$ cat src/inc/uart_host_pkg.sv
// constants, register map and carrier types for the modem/host decode block
package uart_host_pkg;

    // register byte offsets on the AXI4-Lite slave
    localparam logic [7:0] IER_OFFSET    = 8'h04;
    localparam logic [7:0] EFR_OFFSET    = 8'h08;
    localparam logic [7:0] MCR_OFFSET    = 8'h10;
    localparam logic [7:0] MSR_OFFSET    = 8'h18;
    localparam logic [7:0] STATUS_OFFSET = 8'h1C;

    // reset values
    localparam logic [7:0] IER_RESET = 8'h00;
    localparam logic [7:0] EFR_RESET = 8'h00;
    localparam logic [7:0] MCR_RESET = 8'h00;

    // modem control fields
    localparam int MCR_DTR_BIT    = 0;
    localparam int MCR_RTS_BIT    = 1;
    localparam int MCR_OUT1_BIT   = 2;
    localparam int MCR_IRQEN_BIT  = 3;
    localparam int MCR_SHARED_BIT = 5;

    // enhanced feature fields
    localparam int EFR_AUTO_RTS_BIT = 6;
    localparam int EFR_AUTO_CTS_BIT = 7;

    // interrupt enable fields
    localparam int IER_RXDATA_BIT = 0;
    localparam int IER_TXEMPTY_BIT = 1;
    localparam int IER_RXERR_BIT  = 2;
    localparam int IER_MODEM_BIT  = 3;

    // modem status fields: deltas low, levels high
    localparam int MSR_CTS_BIT = 4;

    // status register fields
    localparam int STATUS_MODE_BIT = 0;
    localparam int STATUS_HIT_BIT  = 1;
    localparam logic [7:0] FIFO_DEPTH = 8'h20;

    // host i/o address ranges, compared on bits 9..3
    localparam logic [9:0] COM1_BASE = 10'h3F8;
    localparam logic [9:0] COM2_BASE = 10'h2F8;
    localparam logic [9:0] COM3_BASE = 10'h3E8;
    localparam logic [9:0] COM4_BASE = 10'h2E8;
    localparam logic [9:0] LPT1_BASE = 10'h378;
    localparam logic [9:0] LPT2_BASE = 10'h278;

    localparam logic [1:0] RESP_OKAY   = 2'h0;
    localparam logic [1:0] RESP_SLVERR = 2'h2;

    // modem handshake inputs, all active low
    typedef struct packed {
        logic ri_n;
        logic cd_n;
        logic dsr_n;
        logic cts_n;
    } modem_in_t;

    // three interrupt pins: level and drive enable
    typedef struct packed {
        logic [2:0] out;
        logic [2:0] oe;
    } irq_pins_t;

endpackage : uart_host_pkg

$ cat src/rtl/uart_modem_host.sv
// modem control, host mode select, port decode and interrupt pins of a uart
// Contract
// - direct mode: primary interrupt only when control bit 3 set and source on
// - generic mode: primary interrupt is active-high push-pull unless control bit 5 set
// - control bit 5 makes primary interrupt open-source for a shared line
// - mode select low picks direct mode; high or open picks generic mode
// - select-3 pin: port select input direct, user output 2 generic
// - rts pin low while control bit 1 is one, high after reset
// - rts affects data flow only with auto-rts feature bit 6
// - dtr pin follows control bit 0 inverted, high after reset
// - user output 1 pin driven inverted from control bit 2
// - master reset high returns pin outputs and control registers to reset state; the axi slave keeps running
// - master reset disables serial transmit and receive
// - cts level readable in modem status bit 4
// - cts affects data flow only with auto-cts feature bit 7
// - dsr is status only, low means modem ready
// - compatible after reset, fifo mode gives 32-byte fifos
// - direct mode decodes the four serial port ranges and routes interrupt
// - three port-select pins choose address range and interrupt line
// - direct mode decodes both printer ranges onto dual-purpose pins
// - direct mode interrupts float until control bit 3 set
// - auto-cts halts after current character while cts high
// - auto-rts forces rts high at receive trigger level, restores below
// - shared interrupt mode keeps second and third interrupts inactive
`timescale 1ns/1ps
module uart_modem_host
    import uart_host_pkg::*;
(
    input  wire logic        aclk,
    input  wire logic        aresetn,
    input  wire logic [7:0]  awaddr,
    input  wire logic        awvalid,
    output logic             awready,
    input  wire logic [31:0] wdata,
    input  wire logic [3:0]  wstrb,
    input  wire logic        wvalid,
    output logic             wready,
    output logic [1:0]       bresp,
    output logic             bvalid,
    input  wire logic        bready,
    input  wire logic [7:0]  araddr,
    input  wire logic        arvalid,
    output logic             arready,
    output logic [31:0]      rdata,
    output logic [1:0]       rresp,
    output logic             rvalid,
    input  wire logic        rready,
    input  wire logic        master_reset,
    input  wire logic        host_mode_select,
    input  wire logic [9:0]  host_addr,
    input  wire logic        address_enable_n,
    input  wire logic        port_select1,
    input  wire logic        port_select2,
    input  wire logic        ps3_in,
    output logic             ps3_out,
    output logic             ps3_oe,
    input  wire modem_in_t   modem_in,
    output logic             rts_n,
    output logic             dtr_n,
    output logic             user_out1_n,
    output irq_pins_t        irq,
    output logic             lpt1_decode_n,
    output logic             lpt2_decode_n,
    output logic             com_select,
    input  wire logic        rx_error,
    input  wire logic        rx_data_avail,
    input  wire logic        tx_empty,
    input  wire logic        tx_char_done,
    input  wire logic [5:0]  rx_fifo_level,
    input  wire logic [5:0]  rx_trigger_level,
    output logic             tx_halt,
    output logic             tx_enable,
    output logic             rx_enable
);

    ////////////////////////////////////////////////////////////////////////
    // pin synchronisers; first stage read only by second stage

    localparam int SYNC_W = 20;
    logic [SYNC_W-1:0] pins_raw;
    logic [SYNC_W-1:0] sync1_reg;
    logic [SYNC_W-1:0] sync2_reg;

    assign pins_raw = {master_reset, host_mode_select, host_addr,
                       address_enable_n, port_select1, port_select2, ps3_in,
                       modem_in};

    // two flops per pin; reset to idle levels (master reset low, other lines high)
    always_ff @(posedge aclk) begin
        if (!aresetn) begin
            sync1_reg <= {1'b0, {(SYNC_W-1){1'b1}}};
            sync2_reg <= {1'b0, {(SYNC_W-1){1'b1}}};
        end else begin
            sync1_reg <= pins_raw;
            sync2_reg <= sync1_reg;
        end
    end

    logic        mr_s;
    logic        mode_s;
    logic [9:0]  addr_s;
    logic        aen_n_s;
    logic [2:0]  sel_s;
    modem_in_t   modem_s;

    assign {mr_s, mode_s, addr_s, aen_n_s, sel_s[0], sel_s[1], sel_s[2],
            modem_s} = sync2_reg;

    // master reset folds into the control reset
    logic run_n;
    assign run_n = aresetn && !mr_s;

    logic direct_mode;
    assign direct_mode = !mode_s;

    ////////////////////////////////////////////////////////////////////////
    // control registers and axi4-lite slave

    logic [7:0] ier_reg;
    logic [7:0] efr_reg;
    logic [7:0] mcr_reg;
    logic [3:0] delta_reg;
    logic       aw_held_reg;
    logic       w_held_reg;
    logic [7:0] awaddr_reg;
    logic [7:0] wdata_reg;
    logic       wstrb0_reg;
    logic       do_write;
    logic       msr_read;

    assign awready  = !aw_held_reg && !bvalid;
    assign wready   = !w_held_reg && !bvalid;
    assign arready  = !rvalid;
    assign do_write = aw_held_reg && w_held_reg && !bvalid;
    assign msr_read = arvalid && arready && (araddr == MSR_OFFSET);

    // write address and data are latched independently, in either order
    always_ff @(posedge aclk) begin
        if (!aresetn) begin
            aw_held_reg <= 1'b0;
            w_held_reg  <= 1'b0;
            awaddr_reg  <= 8'h00;
            wdata_reg   <= 8'h00;
            wstrb0_reg  <= 1'b0;
        end else begin
            if (awvalid && awready) begin
                aw_held_reg <= 1'b1;
                awaddr_reg  <= awaddr;
            end else if (do_write) begin
                aw_held_reg <= 1'b0;
            end
            if (wvalid && wready) begin
                w_held_reg <= 1'b1;
                wdata_reg  <= wdata[7:0];
                wstrb0_reg <= wstrb[0];
            end else if (do_write) begin
                w_held_reg <= 1'b0;
            end
        end
    end

    // write response; unmapped offsets get slverr
    always_ff @(posedge aclk) begin
        if (!aresetn) begin
            bvalid <= 1'b0;
            bresp  <= RESP_OKAY;
        end else if (do_write) begin
            bvalid <= 1'b1;
            bresp  <= (awaddr_reg == IER_OFFSET || awaddr_reg == EFR_OFFSET ||
                       awaddr_reg == MCR_OFFSET) ? RESP_OKAY : RESP_SLVERR;
        end else if (bready) begin
            bvalid <= 1'b0;
        end
    end

    // software registers; master reset clears them too
    always_ff @(posedge aclk) begin
        if (!run_n) begin
            ier_reg <= IER_RESET;
            efr_reg <= EFR_RESET;
            mcr_reg <= MCR_RESET;
        end else if (do_write && wstrb0_reg) begin
            if (awaddr_reg == IER_OFFSET) ier_reg <= wdata_reg;
            if (awaddr_reg == EFR_OFFSET) efr_reg <= wdata_reg;
            if (awaddr_reg == MCR_OFFSET) mcr_reg <= wdata_reg;
        end
    end

    ////////////////////////////////////////////////////////////////////////
    // modem status: levels and sticky change flags

    logic [3:0] level_now;
    logic [3:0] level_prev_reg;
    logic [3:0] delta_set;

    // msr order high nibble: cd, ri, dsr, cts (active high inside)
    assign level_now = ~{modem_s.cd_n, modem_s.ri_n, modem_s.dsr_n,
                         modem_s.cts_n};
    // ring delta only on trailing edge of ring, like the classic part
    assign delta_set = {level_now[3] ^ level_prev_reg[3],
                        level_prev_reg[2] && !level_now[2],
                        level_now[1:0] ^ level_prev_reg[1:0]};

    // reading msr clears flags, but a change in the same cycle survives
    always_ff @(posedge aclk) begin
        if (!run_n) begin
            level_prev_reg <= 4'h0;
            delta_reg      <= 4'h0;
        end else begin
            level_prev_reg <= level_now;
            delta_reg      <= (msr_read ? 4'h0 : delta_reg) | delta_set;
        end
    end

    // read channel, one cycle after address taken
    always_ff @(posedge aclk) begin
        if (!aresetn) begin
            rvalid <= 1'b0;
            rdata  <= 32'h0000_0000;
            rresp  <= RESP_OKAY;
        end else if (arvalid && arready) begin
            rvalid <= 1'b1;
            rresp  <= RESP_OKAY;
            case (araddr)
                IER_OFFSET: rdata <= {24'h000000, ier_reg};
                EFR_OFFSET: rdata <= {24'h000000, efr_reg};
                MCR_OFFSET: rdata <= {24'h000000, mcr_reg};
                MSR_OFFSET:
                    rdata <= {24'h000000, level_now, delta_reg};
                STATUS_OFFSET:
                    // fifo depth stays 32 for compatible software
                    rdata <= {16'h0000, FIFO_DEPTH, 6'h00, com_select,
                              !direct_mode};
                default: begin
                    rdata <= 32'h0000_0000;
                    rresp <= RESP_SLVERR;
                end
            endcase
        end else if (rready) begin
            rvalid <= 1'b0;
        end
    end

    ////////////////////////////////////////////////////////////////////////
    // host address decode in direct mode

    logic [9:0] com_base;
    logic [1:0] irq_line;
    logic       addr_valid;

    // s1/s2 pick the range; s3 moves the line to the third pin
    always_comb begin
        case (sel_s[1:0])
            2'b00:   com_base = COM1_BASE;
            2'b01:   com_base = COM2_BASE;
            2'b10:   com_base = COM3_BASE;
            default: com_base = COM4_BASE;
        endcase
        irq_line = sel_s[2] ? 2'd2 : {1'b0, sel_s[0]};
    end

    assign addr_valid = direct_mode && !aen_n_s;

    // registered decodes; printer outputs idle high outside direct mode
    always_ff @(posedge aclk) begin
        if (!run_n) begin
            com_select    <= 1'b0;
            lpt1_decode_n <= 1'b1;
            lpt2_decode_n <= 1'b1;
        end else begin
            com_select    <= addr_valid &&
                             addr_s[9:3] == com_base[9:3];
            lpt1_decode_n <= !(addr_valid &&
                               addr_s[9:3] == LPT1_BASE[9:3]);
            lpt2_decode_n <= !(addr_valid &&
                               addr_s[9:3] == LPT2_BASE[9:3]);
        end
    end

    ////////////////////////////////////////////////////////////////////////
    // interrupt pins

    logic pending;
    logic shared_mode;

    assign pending = (ier_reg[IER_RXDATA_BIT] && rx_data_avail) ||
                     (ier_reg[IER_TXEMPTY_BIT] && tx_empty) ||
                     (ier_reg[IER_RXERR_BIT] && rx_error) ||
                     (ier_reg[IER_MODEM_BIT] && |delta_reg);
    assign shared_mode = mcr_reg[MCR_SHARED_BIT];

    // shared mode drives high only when pending; others float
    always_ff @(posedge aclk) begin
        if (!run_n) begin
            irq.out <= 3'b000;
            irq.oe  <= 3'b000;
        end else if (shared_mode) begin
            irq.out <= {2'b00, pending};
            irq.oe  <= {2'b00, pending && (!direct_mode ||
                         mcr_reg[MCR_IRQEN_BIT])};
        end else if (!direct_mode) begin
            irq.out <= {2'b00, pending};
            irq.oe  <= 3'b001;
        end else begin
            irq.out <= 3'b000;
            irq.oe  <= 3'b000;
            irq.out[irq_line] <= pending;
            irq.oe[irq_line]  <= mcr_reg[MCR_IRQEN_BIT];
        end
    end

    ////////////////////////////////////////////////////////////////////////
    // modem control outputs and flow control

    logic rx_at_trigger;
    assign rx_at_trigger = rx_fifo_level >= rx_trigger_level;

    // auto-rts overrides only while the feature bit is set
    always_ff @(posedge aclk) begin
        if (!run_n) begin
            rts_n       <= 1'b1;
            dtr_n       <= 1'b1;
            user_out1_n <= 1'b1;
            ps3_out     <= 1'b1;
            ps3_oe      <= 1'b0;
        end else begin
            rts_n       <= !mcr_reg[MCR_RTS_BIT] ||
                           (efr_reg[EFR_AUTO_RTS_BIT] &&
                            rx_at_trigger);
            dtr_n       <= !mcr_reg[MCR_DTR_BIT];
            user_out1_n <= !mcr_reg[MCR_OUT1_BIT];
            ps3_out     <= !mcr_reg[MCR_IRQEN_BIT];
            ps3_oe      <= !direct_mode;
        end
    end

    // halt only at a character boundary; release as soon as cts low
    always_ff @(posedge aclk) begin
        if (!run_n) begin
            tx_halt <= 1'b0;
        end else if (!efr_reg[EFR_AUTO_CTS_BIT] || level_now[0]) begin
            tx_halt <= 1'b0;
        end else if (tx_char_done) begin
            tx_halt <= 1'b1;
        end
    end

    // serial path held off during master reset
    always_ff @(posedge aclk) begin
        if (!run_n) begin
            tx_enable <= 1'b0;
            rx_enable <= 1'b0;
        end else begin
            tx_enable <= 1'b1;
            rx_enable <= 1'b1;
        end
    end
endmodule : uart_modem_host
$ cat config.mk
export PLATFORM = sky130hd
export DESIGN_NAME = uart_modem_host
export DESIGN_NICKNAME = d
export VERILOG_FILES = /design/src/inc/uart_host_pkg.sv /design/src/rtl/uart_modem_host.sv
export SDC_FILE = /design/constraint.sdc
export NUM_CORES = 1
export LEC_CHECK = 0
export ABC_AREA = 1
export BUFFER_PORTS_ARGS = -buffer_cell sky130_fd_sc_hd__buf_4
export CAP_MARGIN = 20
export CORE_MARGIN = 1.5
export CORE_UTILIZATION = 40
export DETAILED_ROUTE_END_ITERATION = 10
export PLACE_DENSITY = 0.73
export SLEW_MARGIN = 20
export SYNTH_ARGS = -nofsm -noshare
export SYNTH_HDL_FRONTEND = slang
export SYNTH_SLANG_ARGS = --single-unit
$ cat constraint.sdc
create_clock -name aclk -period 1.1 [get_ports aclk]
set_input_delay 0.055 -clock aclk [delete_from_list [all_inputs] [get_ports aclk]]
set_output_delay 0.055 -clock aclk [all_outputs]
set_load 0.02 [all_outputs]
==> flow_metrics.tcl <==
set metrics [dict create \
    synth_common_cells "dfxtp_1 (114), nand2_1 (57), nor2_1 (56)" \
    ff2ff_path_depth 7 \
    wirelength_um 13300 \
    min_period_ps 1360 \
    dr.first_iter.drc_count 300 \
    initial_utilization 0.414 \
    grt_pass1_wl_um 19400 \
    place_area_um2 5600 \
    p_total_mw 11.5 \
    start_kind "flip-flop" \
    drtAntennaViolNets 0 \
    syn_area_per_cell_um2 8.45 \
    cp-end-kind "flip-flop" \
    hp-class "in2reg" \
    ctsLongestPathBuffers 2 \
    slew_viol_final 0 \
    num_vias 4341 \
    yosysUniqueCellTypes 39 \
    clockRootBuffer "clkbuf_16" \
    yosys_warnings 0 \
    arrival_ps 1660 \
    die_y_um 109 \
    synth_top_area_cell "dfxtp_1" \
    synth_area_um2 4530 \
    cts_buffers 17 \
    grt_overflow 0 \
    syn2layout_area_growth_pct 59.7 \
    rsz0062_at_grt "yes" \
    coreArea_um2 10900 \
    place_inst 794 \
    grt_max_degree 26 \
    finalHoldViolCount 0 \
    routabilityCongestion 0.826 \
    r2r_start "awaddr_reg[7]" \
    ff_latch_area_um2 2300 \
    synth_top_area_frac 0.504 \
    fmax_mhz 734 \
    p_leak_nw 3.24 \
    dr.pass1.iters 5 \
    rows 38 \
    hpwl_um 7750 \
    drcViolationCount 0 \
    hold_ws_ps 25.3 \
    hp-start "aresetn" \
    fin_nets 832 \
    yosysMostFrequentCell "dfxtp_1" \
    grt_antenna_before_repair 0 \
    status "finished, violations left" \
    post_drt_wl_per_cell_um 15.1 \
    place.port_buffers 97 \
    hold_depth 3 \
    fin_skew_ps 10.5 \
    setup-violations-final 41 \
    max_cap_violations 0 \
    instances_no_fill 884 \
    peakVddDrop_uv 1170 \
    ys.flop_type "dfxtp_1" \
    fin_crit_sh 1.24 \
    synthArstFlopShare 0 \
    reg2reg_setup_slack_ps -260 \
    vias_per_cell 4.91 \
    clk_pin_slew_worst_paths_ps 60 \
    n_antenna_cell 0 \
    min_to "rdata[3]" \
    io_pins 153 \
    htree_levels 4 \
    grt.total_usage 0.214 \
    ys_seq_area_frac 0.504 \
    netlist_top_cells_area "dfxtp_1 (50%), o21ai_0 (5.6%), a21oi_1 (5.3%)" \
    finalWorstSetupSlack_ps -262 \
    multi_input_comb_area_um2 2300 \
    final_cell_area_um2 7230 \
    violations "setup timing" \
    rr_endpoint "ier_reg[5]" \
    post-route-util 0.661 \
    cellPowerDensity_nw_per_um2 1590 \
    cts.sinks 114 \
    synth_seq_cells 114 \
    cts_tree "done" \
    clock_latency_ps 420 \
    drive_gt1_frac 0.454 \
    worstSetupPathType "reg2reg" \
    critPathRequiredTime_ps 1400 \
    synthCells 536 \
    grt_pass1_vias 4258 \
    synth_edf_count 0 \
    fillCellCount 786 \
    die_w_um 109 \
    dieArea_um2 12000 \
    critPathMaxFanout 7 \
]
-- power breakdown --
part | internal, mW | total [mW] | switching, mW
registers | 4.30 | 4.44 | 0.143
clock network | 3.40 | 5.51 | 2.12
logic | 0.750 | 1.55 | 0.798
-- cells in the final DEF (no fill, tap or decap), drive strengths merged --
cell type	netlist	routed
a211oi	3	3
a21o	1	1
a21oi	48	48
a22o	1	1
and2	1	1
buf	37	153
bufinv	0	2
clkbuf	6	17
clkinv	2	7
clkinvlp	0	2
conb	1	25
dfxtp	114	114
dlygate4sd3	0	38
ha	6	6
inv	46	54
nand2	62	64
nand3	33	33
nand3b	5	5
nand4	2	2
nor2	65	65
nor3	3	3
nor4	1	1
nor4b	1	1
o211ai	1	1
o21a	1	1
o21ai	56	56
o21bai	1	1
o31ai	1	1
or2	33	33
xnor2	2	2
xor2	3	3
-- per-layer routing --
layer	global-route usage	up-vias	wire, um
li1	-	2101	-
met1	0.235	2017	5400
met2	0.391	196	6780
met3	0.0533	27	865
met4	0.0853	0	257
met5	0	-	0
-- final cells by class --
class / count / share of cell area
inverters: 48 / 0.0303
clock buffers: 17 / 0.0588
flip-flops and latches: 114 / 0.318
repair inverters: 2 / 0.00190
well taps: 140 / 0.0242
clock inverters: 15 / 0.0237
multi-input cells: 357 / 0.318
repair buffers: 191 / 0.225
-- stage by stage --
stage | setup WS (ps) | TNS (ps)
finish | -262 | -6030
global route | -306 | -8100
CTS | -159 | -2680
detailed placement | -182 | -3490
global placement | -105 | -1890
floorplan | -72.2 | -644
-- repair_timing --
item / CTS / global route
gates cloned: 4 / 0
hold endpoints to repair: 37 / 0
setup buffers: 11 / 5
hold buffers: 38 / 0
endpoints found under the setup margin: 48 / 66
pin swaps: 16 / 23
gates resized for setup: 105 / 64
-- worst max path at each step --
stage,from,end,slack [ps]
floorplan,bvalid,ier_reg[3],-70
global placement,awaddr_reg[0],efr_reg[6],-110
detailed placement,awaddr_reg[0],efr_reg[1],-180
CTS,bvalid,awready,-160
global route,awaddr_reg[7],ier_reg[5],-310
finish,awaddr_reg[7],ier_reg[5],-260
-- logic make-up (layout without fill, tap and decap cells) --
family | count (synthesis) | count (layout) | synth area share
other | 1 | 25 | 0.000828
xor gates and xnor gates | 5 | 5 | 0.00967
DFF | 114 | 114 | 0.504
adders and majority gates | 6 | 6 | 0.0166
and+or+nand+nor | 206 | 208 | 0.230
buffers and inverters | 91 | 273 | 0.106
AOI/OAI and AO/OA | 113 | 113 | 0.132
-- critical path: stages, from the launching register on --
cell and delay (ps):
dfxtp_2 340, nor2_4 140, nand3_4 110, buf_6 140, nor2_4 110, nand2_4 120
o21ai_1 200, nor2_1 80
No activity file was read; power rests on OpenSTA's default activity.
